===== src/dmactl_pkg.sv =====
// Shared constants, field layouts and carrier types for the DMA channel control block
package dmactl_pkg;

  // Register indices; byte address is four times the index
  localparam logic [3:0] IDX_CUR_ADDR     = 4'h0;
  localparam logic [3:0] IDX_CUR_COUNT    = 4'h1;
  localparam logic [3:0] IDX_STATUS       = 4'h8;
  localparam logic [3:0] IDX_SOFT_REQ     = 4'h9;
  localparam logic [3:0] IDX_MASK_SINGLE  = 4'hA;
  localparam logic [3:0] IDX_MODE         = 4'hB;
  localparam logic [3:0] IDX_MASTER_CLEAR = 4'hD;
  localparam logic [3:0] IDX_CLEAR_MASK   = 4'hE;
  localparam logic [3:0] IDX_MASK_ALL     = 4'hF;

  // Field positions
  localparam int STAT_REQ_BIT  = 4;
  localparam int STAT_CTC_BIT  = 0;
  localparam int SOFT_REQ_BIT  = 2;
  localparam int MASK_SET_BIT  = 2;
  localparam int MASK_ALL_BIT  = 0;

  // Reset values and the count wrap value
  localparam logic        MASK_RESET  = 1'h1;
  localparam logic [7:0]  MODE_RESET  = 8'h00;
  localparam logic [15:0] WORD_RESET  = 16'h0000;
  localparam logic [15:0] COUNT_WRAP  = 16'hFFFF;

  // Service modes
  localparam logic [1:0] SVC_DEMAND = 2'h0;
  localparam logic [1:0] SVC_SINGLE = 2'h1;
  localparam logic [1:0] SVC_BLOCK  = 2'h2;
  localparam logic [1:0] SVC_RSVD   = 2'h3;

  // Transfer types
  localparam logic [1:0] TT_VERIFY  = 2'h0;
  localparam logic [1:0] TT_WRITE   = 2'h1;
  localparam logic [1:0] TT_READ    = 2'h2;

  // AXI responses
  localparam logic [1:0] RESP_OKAY   = 2'h0;
  localparam logic [1:0] RESP_SLVERR = 2'h2;

  typedef struct packed {
    logic [1:0] service_mode_field;
    logic       address_direction;
    logic       auto_reload_enable;
    logic [1:0] transfer_type_field;
    logic [1:0] unused;
  } dmactl_mode_t;

  typedef struct packed {
    logic mem_write_strobe;
    logic mem_read_strobe;
    logic xfer_ack;
  } dmactl_strobe_t;

endpackage


===== src/dmactl_channel.sv =====
// Single DMA channel control: status, request, mask, mode and transfer sequencing
//
// Decided for this implementation: the AXI4-Lite register port.
`timescale 1ns/1ps
module dmactl_channel #(
  parameter int ADDR_W = 8
) (
  // Clock and reset
  input  wire logic                   aclk,
  input  wire logic                   aresetn,
  // AXI4-Lite write address and data
  input  wire logic [ADDR_W-1:0]      s_axi_awaddr,
  input  wire logic                   s_axi_awvalid,
  output logic                        s_axi_awready,
  input  wire logic [31:0]            s_axi_wdata,
  input  wire logic [3:0]             s_axi_wstrb,
  input  wire logic                   s_axi_wvalid,
  output logic                        s_axi_wready,
  // AXI4-Lite write response
  output logic [1:0]                  s_axi_bresp,
  output logic                        s_axi_bvalid,
  input  wire logic                   s_axi_bready,
  // AXI4-Lite read
  input  wire logic [ADDR_W-1:0]      s_axi_araddr,
  input  wire logic                   s_axi_arvalid,
  output logic                        s_axi_arready,
  output logic [31:0]                 s_axi_rdata,
  output logic [1:0]                  s_axi_rresp,
  output logic                        s_axi_rvalid,
  input  wire logic                   s_axi_rready,
  // Transfer request and end-of-process pins
  input  wire logic                   xfer_request,
  input  wire logic                   ext_end_of_process,
  // System bus ownership
  output logic                        bus_request,
  input  wire logic                   bus_grant,
  // Transfer side
  output logic [15:0]                 xfer_address,
  output dmactl_pkg::dmactl_strobe_t  xfer_strobes,
  output logic                        end_of_process
);

  typedef enum logic [1:0] {ST_IDLE, ST_WAIT_BUS, ST_XFER} dmactl_state_t;

  dmactl_state_t            state;
  dmactl_state_t            next_state;
  dmactl_pkg::dmactl_mode_t mode;
  logic [15:0]              base_addr;
  logic [15:0]              base_count;
  logic [15:0]              current_address;
  logic [15:0]              current_word_count;
  logic                     mask;
  logic                     soft_service_request;
  logic                     count_reached_flag;
  logic [1:0]               req_sync;
  logic [1:0]               eop_sync;
  logic [1:0]               grant_sync;
  logic [3:0]               rd_index;

  // Pin synchronisers; only the second stage (bit 1) is read by logic
  always_ff @(posedge aclk) begin
    if (!aresetn) begin
      req_sync   <= 2'h0;
      eop_sync   <= 2'h0;
      grant_sync <= 2'h0;
    end else begin
      req_sync   <= {req_sync[0], xfer_request};
      eop_sync   <= {eop_sync[0], ext_end_of_process};
      grant_sync <= {grant_sync[0], bus_grant};
    end
  end

  // Register bus decode
  wire logic [3:0] wr_idx   = s_axi_awaddr[5:2];
  wire logic [3:0] rd_idx   = s_axi_araddr[5:2];
  wire logic       wr_hi_ok = (s_axi_awaddr >> 6) == '0;
  wire logic       rd_hi_ok = (s_axi_araddr >> 6) == '0;
  wire logic       wr_fire  = s_axi_awvalid && s_axi_wvalid && s_axi_awready && s_axi_wready;
  wire logic       rd_fire  = s_axi_arvalid && s_axi_arready;
  wire logic       wr_map   = wr_hi_ok && (wr_idx == dmactl_pkg::IDX_CUR_ADDR
                              || wr_idx == dmactl_pkg::IDX_CUR_COUNT
                              || wr_idx == dmactl_pkg::IDX_SOFT_REQ
                              || wr_idx == dmactl_pkg::IDX_MASK_SINGLE
                              || wr_idx == dmactl_pkg::IDX_MODE
                              || wr_idx == dmactl_pkg::IDX_MASTER_CLEAR
                              || wr_idx == dmactl_pkg::IDX_CLEAR_MASK
                              || wr_idx == dmactl_pkg::IDX_MASK_ALL);
  wire logic       rd_map   = rd_hi_ok && (rd_idx == dmactl_pkg::IDX_CUR_ADDR
                              || rd_idx == dmactl_pkg::IDX_CUR_COUNT
                              || rd_idx == dmactl_pkg::IDX_STATUS);
  wire logic       wr_ok    = wr_fire && wr_map;
  wire logic       lane0    = s_axi_wstrb[0];
  wire logic       wr_base_addr  = wr_ok && wr_idx == dmactl_pkg::IDX_CUR_ADDR && state == ST_IDLE;
  wire logic       wr_base_count = wr_ok && wr_idx == dmactl_pkg::IDX_CUR_COUNT && state == ST_IDLE;
  wire logic       wr_soft   = wr_ok && lane0 && wr_idx == dmactl_pkg::IDX_SOFT_REQ;
  wire logic       wr_mask1  = wr_ok && lane0 && wr_idx == dmactl_pkg::IDX_MASK_SINGLE;
  wire logic       wr_maska  = wr_ok && lane0 && wr_idx == dmactl_pkg::IDX_MASK_ALL;
  wire logic       wr_mode   = wr_ok && lane0 && wr_idx == dmactl_pkg::IDX_MODE;
  wire logic       mclear    = wr_ok && wr_idx == dmactl_pkg::IDX_MASTER_CLEAR;
  wire logic       wr_unmask = wr_ok && wr_idx == dmactl_pkg::IDX_CLEAR_MASK;
  wire logic       soft_set  = wr_soft && s_axi_wdata[dmactl_pkg::SOFT_REQ_BIT];

  // Request and transfer decode
  wire logic hw_request = req_sync[1] && !mask;
  wire logic valid_req  = hw_request || soft_service_request;
  wire logic mode_ok    = mode.service_mode_field != dmactl_pkg::SVC_RSVD;
  wire logic step       = state == ST_XFER;
  wire logic tc         = step && current_word_count == dmactl_pkg::WORD_RESET;
  wire logic eop        = tc || eop_sync[1];
  wire logic is_single  = mode.service_mode_field == dmactl_pkg::SVC_SINGLE;
  wire logic is_demand  = mode.service_mode_field == dmactl_pkg::SVC_DEMAND;
  wire logic do_reload  = eop && mode.auto_reload_enable;
  wire logic moves      = mode.transfer_type_field == dmactl_pkg::TT_WRITE
                       || mode.transfer_type_field == dmactl_pkg::TT_READ;
  wire logic [15:0] stepped_addr = mode.address_direction ? current_address - 16'h0001
                                                          : current_address + 16'h0001;
  wire logic [15:0] lane_addr  = {s_axi_wstrb[1] ? s_axi_wdata[15:8] : base_addr[15:8],
                                  lane0 ? s_axi_wdata[7:0] : base_addr[7:0]};
  wire logic [15:0] lane_count = {s_axi_wstrb[1] ? s_axi_wdata[15:8] : base_count[15:8],
                                  lane0 ? s_axi_wdata[7:0] : base_count[7:0]};
  wire logic [31:0] rd_value =
    (rd_idx == dmactl_pkg::IDX_CUR_ADDR)  ? {16'h0000, current_address} :
    (rd_idx == dmactl_pkg::IDX_CUR_COUNT) ? {16'h0000, current_word_count} :
    (rd_idx == dmactl_pkg::IDX_STATUS)    ?
      (32'(valid_req) << dmactl_pkg::STAT_REQ_BIT) |
      (32'(count_reached_flag) << dmactl_pkg::STAT_CTC_BIT) : 32'h0000_0000;

  // Service sequencing
  always_comb begin
    next_state = state;
    case (state)
      ST_IDLE: begin
        if (valid_req && mode_ok) begin
          next_state = ST_WAIT_BUS;
        end
      end
      ST_WAIT_BUS: begin
        if (!valid_req) begin
          next_state = ST_IDLE;
        end else if (grant_sync[1]) begin
          next_state = ST_XFER;
        end
      end
      ST_XFER: begin
        if (eop || is_single) begin
          next_state = ST_IDLE;
        end else if (is_demand && !valid_req) begin
          next_state = ST_IDLE;
        end
      end
      default: next_state = ST_IDLE;
    endcase
    if (mclear) begin
      next_state = ST_IDLE;
    end
  end

  always_ff @(posedge aclk) begin
    if (!aresetn) begin
      state <= ST_IDLE;
    end else begin
      state <= next_state;
    end
  end

  // Verify and the illegal code keep every strobe low
  always_ff @(posedge aclk) begin
    if (!aresetn) begin
      xfer_strobes   <= '0;
      bus_request    <= 1'h0;
      end_of_process <= 1'h0;
    end else begin
      xfer_strobes.xfer_ack         <= next_state == ST_XFER && moves;
      xfer_strobes.mem_write_strobe <= next_state == ST_XFER
                                    && mode.transfer_type_field == dmactl_pkg::TT_WRITE;
      xfer_strobes.mem_read_strobe  <= next_state == ST_XFER
                                    && mode.transfer_type_field == dmactl_pkg::TT_READ;
      bus_request    <= next_state != ST_IDLE;
      end_of_process <= eop;
    end
  end

  // Address and count; intermediate values stay put between services
  always_ff @(posedge aclk) begin
    if (!aresetn) begin
      base_addr          <= dmactl_pkg::WORD_RESET;
      base_count         <= dmactl_pkg::WORD_RESET;
      current_address    <= dmactl_pkg::WORD_RESET;
      current_word_count <= dmactl_pkg::WORD_RESET;
    end else if (do_reload) begin
      current_address    <= base_addr;
      current_word_count <= base_count;
    end else if (step) begin
      current_address    <= stepped_addr;
      current_word_count <= current_word_count - 16'h0001;
    end else begin
      if (wr_base_addr) begin
        base_addr       <= lane_addr;
        current_address <= lane_addr;
      end
      if (wr_base_count) begin
        base_count         <= lane_count;
        current_word_count <= lane_count;
      end
    end
  end

  // Control flags; a hardware set wins over a same-cycle clear
  always_ff @(posedge aclk) begin
    if (!aresetn) begin
      mode                 <= dmactl_pkg::MODE_RESET;
      mask                 <= dmactl_pkg::MASK_RESET;
      soft_service_request <= 1'h0;
      count_reached_flag   <= 1'h0;
    end else begin
      if (wr_mode) begin
        mode <= s_axi_wdata[7:0];
      end
      if ((eop && !mode.auto_reload_enable) || mclear) begin
        mask <= 1'h1;
      end else if (wr_mask1) begin
        mask <= s_axi_wdata[dmactl_pkg::MASK_SET_BIT];
      end else if (wr_maska) begin
        mask <= s_axi_wdata[dmactl_pkg::MASK_ALL_BIT];
      end else if (wr_unmask) begin
        mask <= 1'h0;
      end
      if (soft_set) begin
        soft_service_request <= 1'h1;
      end else if (eop || mclear || wr_soft) begin
        soft_service_request <= 1'h0;
      end
      if (eop) begin
        count_reached_flag <= 1'h1;
      end else if (mclear) begin
        count_reached_flag <= 1'h0;
      end
    end
  end

  // AXI4-Lite slave; address and data are taken together in one handshake
  always_ff @(posedge aclk) begin
    if (!aresetn) begin
      s_axi_awready <= 1'h0;
      s_axi_wready  <= 1'h0;
      s_axi_bvalid  <= 1'h0;
      s_axi_bresp   <= dmactl_pkg::RESP_OKAY;
      s_axi_arready <= 1'h0;
      s_axi_rvalid  <= 1'h0;
      s_axi_rresp   <= dmactl_pkg::RESP_OKAY;
      s_axi_rdata   <= 32'h0000_0000;
      rd_index      <= 4'h0;
    end else begin
      s_axi_awready <= s_axi_awvalid && s_axi_wvalid && !s_axi_awready && !s_axi_bvalid;
      s_axi_wready  <= s_axi_awvalid && s_axi_wvalid && !s_axi_awready && !s_axi_bvalid;
      if (wr_fire) begin
        s_axi_bvalid <= 1'h1;
        s_axi_bresp  <= wr_map ? dmactl_pkg::RESP_OKAY : dmactl_pkg::RESP_SLVERR;
      end else if (s_axi_bready) begin
        s_axi_bvalid <= 1'h0;
      end
      s_axi_arready <= s_axi_arvalid && !s_axi_arready && !s_axi_rvalid;
      if (rd_fire) begin
        s_axi_rvalid <= 1'h1;
        s_axi_rdata  <= rd_map ? rd_value : 32'h0000_0000;
        s_axi_rresp  <= rd_map ? dmactl_pkg::RESP_OKAY : dmactl_pkg::RESP_SLVERR;
        rd_index     <= rd_idx;
      end else if (s_axi_rready) begin
        s_axi_rvalid <= 1'h0;
      end
    end
  end

  assign xfer_address = current_address;
endmodule


===== config.mk =====
export PLATFORM = sky130hd
export DESIGN_NAME = dmactl_channel
export DESIGN_NICKNAME = d
export VERILOG_FILES = /design/src/dmactl_pkg.sv /design/src/dmactl_channel.sv
export SDC_FILE = /design/constraint.sdc
export NUM_CORES = 1
export LEC_CHECK = 0
export ABC_AREA = 0
export BUFFER_PORTS_ARGS = -buffer_cell sky130_fd_sc_hd__buf_4
export CORE_AREA = 2 2 136 138
export CTS_BUF_LIST = sky130_fd_sc_hd__clkbuf_8
export DETAILED_ROUTE_END_ITERATION = 10
export DIE_AREA = 0 0 138 140
export PLACE_DENSITY = 0.57
export SYNTH_ARGS = -nofsm -noshare
export SYNTH_HDL_FRONTEND = slang
export SYNTH_SLANG_ARGS = --single-unit

===== constraint.sdc =====
create_clock -name aclk -period 4.5 [get_ports aclk]
set_input_delay 0.225 -clock aclk [delete_from_list [all_inputs] [get_ports aclk]]
set_output_delay 0.225 -clock aclk [all_outputs]
set_load 0.05 [all_outputs]

==> results.toml <==
[die]
io_pins = 124
core_sq_mm = 0.0178
rows = 49
dieArea_sq_mm = 0.0193
dieWidth_microns = 138
dieHeight_microns = 140
start_util_pct = 34.6

[power_and_ir_drop]
power_frac_comb_pct = 10.0
switching_share_pct = 27.5
power.density_mw_per_mm2 = 237
p_sw_uw = 456
p_int_uw = 1200
p_leak_uw = 0.00270
pwr-share-clk_pct = 31.9
ir_worst_vdd_v = 0.000103
power.share.sequential_pct = 58.1

[timing]
whs_ns = 0.0378
period_minus_slack_ns = 2.83
slew_headroom_pct = 19.4
worst_pin_slew_ns = 1.20
clock_skew_ns = 0.0116
rsz0062_at_grt = "no"
fin_crit_sh_pct = 63.0
fmax_ghz = 0.353
hold_viol_final = 0
drv_slew = 0
final.setup.tns_ns = 0
setup_viol = 0

[clock_tree]
cts_buffer_depth = 2
root_buffer = "clkbuf_8"
cts_resized = 0
cts_setup_buffers = 0
clock_latency_ns = 0.40
cts_hold_buf = 0
clock_sinks = 108
htree_levels = 3
cts_buffers = 9
clkTransAtPathRegs_ns = 0.10
cts_tree = "yes"

[global_routing]
grtUsageMet3_pct = 2.32
grt_pass1_wl_microns = 28800
met1_usage_pct = 25.7
grt_max_degree = 91
grt_use_met2_pct = 29.5
grt_pass1_vias = 5285
top_usage_layer = "met2"
groute.usage.overall_pct = 18.5
grt_overflow_total = 0
antenna_found_initial = 0

[final_layout]
fillCellCount = 1864
fin_nets = 896
fin_area_sq_mm = 0.00700
num_antenna_cells = 0
syn_to_final_growth_pct = 13.8
post_route_cells_drive_above_1_share_pct = 14.4
instances_no_fill = 1048

[critical_path]
r2r-start = "state[1]"
critical-path-top-delay-family = "simple AND/OR/NAND/NOR gates"
critPathBufInv = 1
critPathMaxFanout = 26
r2r_end = "xfer_address[6]"
crit_arrival_ns = 3.16
cp-start-kind = "flop"
path_cells = "nor2b_2 -> buf_4 -> nand3_1 -> o21bai_2 -> nand2_2 -> o21ai_0 -> a221oi_1 -> nor2_1"
crit_required_ns = 4.83
reg2reg_depth = 8
cp_slowest_cell = "nor2b_2"
cp-end-kind = "flop"
max_stage_delay_ns = 0.56
critical_path_class = "reg2reg"
rrSetupSlack_ns = 1.67

[hold_path]
hp-start = "ext_end_of_process"
whs_endpoint = "eop_sync[0]"
hp-class = "in2reg"
hold_depth = 2

[detailed_routing]
wl_per_cell_microns = 17.2
firstDrtPassIters = 5
route.detailed.drc = 0
vias = 5630
routed_via_density = 5.37
drt_iter0_markers = 489
postRouteWirelength_microns = 18000
ant_nets = 0

[run]
maxCapViolCount = 0

[synth]
seq_area_frac_synth_pct = 35.2
ys_warn_count = 0
synth_edf_count = 0
syn_area_sq_mm = 0.00615
ys_ff_latch = 108
synth_cell_types = 72
synthFlopType = "dfxtp_1"
async_reset_ff_share_pct = 0
synthCells = 758
avgSynthCellArea_sq_um = 8.11

[place]
dp_hpwl_microns = 12900
dp.cells = 1033
place_congestion = 0.878
placed_area_sq_mm = 0.00685
portBuffers = 83

[outcome]
status = "completed"
-- worst max path at each step --
| stage | endpoint | from | cells past startpoint | slack [ns] |
|---|---|---|---|---|
| floorplan | xfer_address[12] | xfer_address[0] | 9 | 2.00 |
| global placement | xfer_address[12] | mode[5] | 9 | 1.71 |
| detailed placement | xfer_address[14] | mode[5] | 9 | 1.71 |
| CTS | xfer_address[9] | current_word_count[5] | 8 | 1.69 |
| global route | xfer_address[6] | state[1] | 8 | 1.41 |
| finish | xfer_address[6] | state[1] | 8 | 1.67 |
-- state kept, by name, indices dropped and copies added (netlist names) --
register	flops
s_axi_bvalid	1
grant_sync	2
state	2
current_word_count	16
req_sync	2
xfer_address	16
s_axi_wready	1
s_axi_rresp	1
mask	1
s_axi_rdata	16
bus_request	1
base_addr	16
soft_service_request	1
base_count	16
s_axi_arready	1
mode	6
count_reached_flag	1
xfer_strobes	3
s_axi_rvalid	1
eop_sync	2
s_axi_bresp	1
end_of_process	1
-- layout by cell type, fill, tap and decap left out, types with 3 or more instances in the layout --
master / synthesis / layout
a211oi_1: 10 / 10
a21boi_0: 34 / 34
a21o_1: 7 / 7
a21oi_1: 52 / 52
a221oi_1: 8 / 8
a22oi_1: 19 / 19
a311oi_1: 3 / 3
a31oi_1: 7 / 7
and2_1: 26 / 26
and3_1: 5 / 5
buf_4: 20 / 90
clkbuf_8: 0 / 9
conb_1: 1 / 18
dfxtp_1: 108 / 108
ha_1: 18 / 18
inv_1: 15 / 19
mux2i_1: 17 / 17
nand2_1: 105 / 105
nand2b_1: 6 / 6
nand3_1: 31 / 31
nand4_1: 6 / 6
nor2_1: 38 / 38
nor2b_1: 17 / 16
nor3_1: 9 / 9
nor3b_1: 6 / 6
nor4_2: 2 / 4
o211ai_1: 6 / 6
o21a_1: 4 / 4
o21ai_0: 52 / 52
o21ai_1: 3 / 3
o221ai_1: 8 / 8
o22ai_1: 4 / 4
o31ai_1: 3 / 3
xnor2_1: 19 / 19
xor2_1: 4 / 4
-- cell families (layout without fill, tap and decap cells) --
| logic type | Yosys count | in the layout | share of synthesized area, % |
|---|---|---|---|
| other | 1 | 18 | 0.0610 |
| and+or+nand+nor | 274 | 274 | 22.6 |
| muxes | 17 | 17 | 2.77 |
| adders and majority gates | 19 | 19 | 3.99 |
| buffers and inverters | 77 | 121 | 6.55 |
| DFF | 108 | 108 | 35.2 |
| AOI/OAI and AO/OA | 239 | 239 | 25.6 |
| xor gates and xnor gates | 23 | 23 | 3.28 |
-- cell type report --
class / count / area, sq um / share of cell area (%)
inverters: 16 / 60.1 / 0.858
clock buffers: 9 / 124 / 1.77
well taps: 229 / 287 / 4.09
clock inverters: 6 / 27.5 / 0.393
multi-input cells: 590 / 3660 / 52.3
flip-flops and latches: 108 / 2160 / 30.9
repair buffers: 90 / 676 / 9.65
-- cell usage after synthesis (9+ instances only) --
master    number  share of area (%)
buf_4         20                2.4
ha_1          18                3.7
dfxtp_1      108                 35
nor2_1        38                2.3
xnor2_1       19                2.7
clkbuf_1      28                1.7
a22oi_1       19                2.3
mux2i_1       17                2.8
nor3_1         9               0.73
nand3_1       31                2.5
a21oi_1       52                4.2
a211oi_1      10                1.2
nand2_1      105                6.4
nor2b_1       17                1.7
o21ai_0       52                4.2
a21boi_0      34                4.2
inv_1         15               0.92
and2_1        26                2.6
-- through the flow --
stage               worst slack (ns)  utilization [%]  total power, uW
floorplan                       2.00                -             1100
global placement                1.71             38.5             1150
CTS                             1.69             39.4             1670
finish                          1.67             39.4             1660
detailed placement              1.71             38.5             1150
global route                    1.41             39.4             1720
-- power groups by stage --
stage	Clock [uW]	Sequential [uW]	Combinational, uW
2_1_floorplan	0	993	107
3_3_place_gp	0	986	165
3_5_place_dp	0	986	166
4_1_cts	544	964	166
5_1_grt	580	965	179
6_report	530	964	166
-- worst register-to-register path, stage by stage (launching register included) --
cell	delay, ns
dfxtp_1	0.40
nor2b_2	0.56
buf_4	0.41
nand3_1	0.18
o21bai_2	0.26
nand2_2	0.30
o21ai_0	0.31
a221oi_1	0.19
nor2_1	0.15
-- layer usage --
metal,vias up,routed length [microns]
met5,-,0
met4,0,345
met3,21,839
met2,154,8000
met1,2648,8810
li1,2807,-
Note: power is estimated with default switching activity, not from simulation.
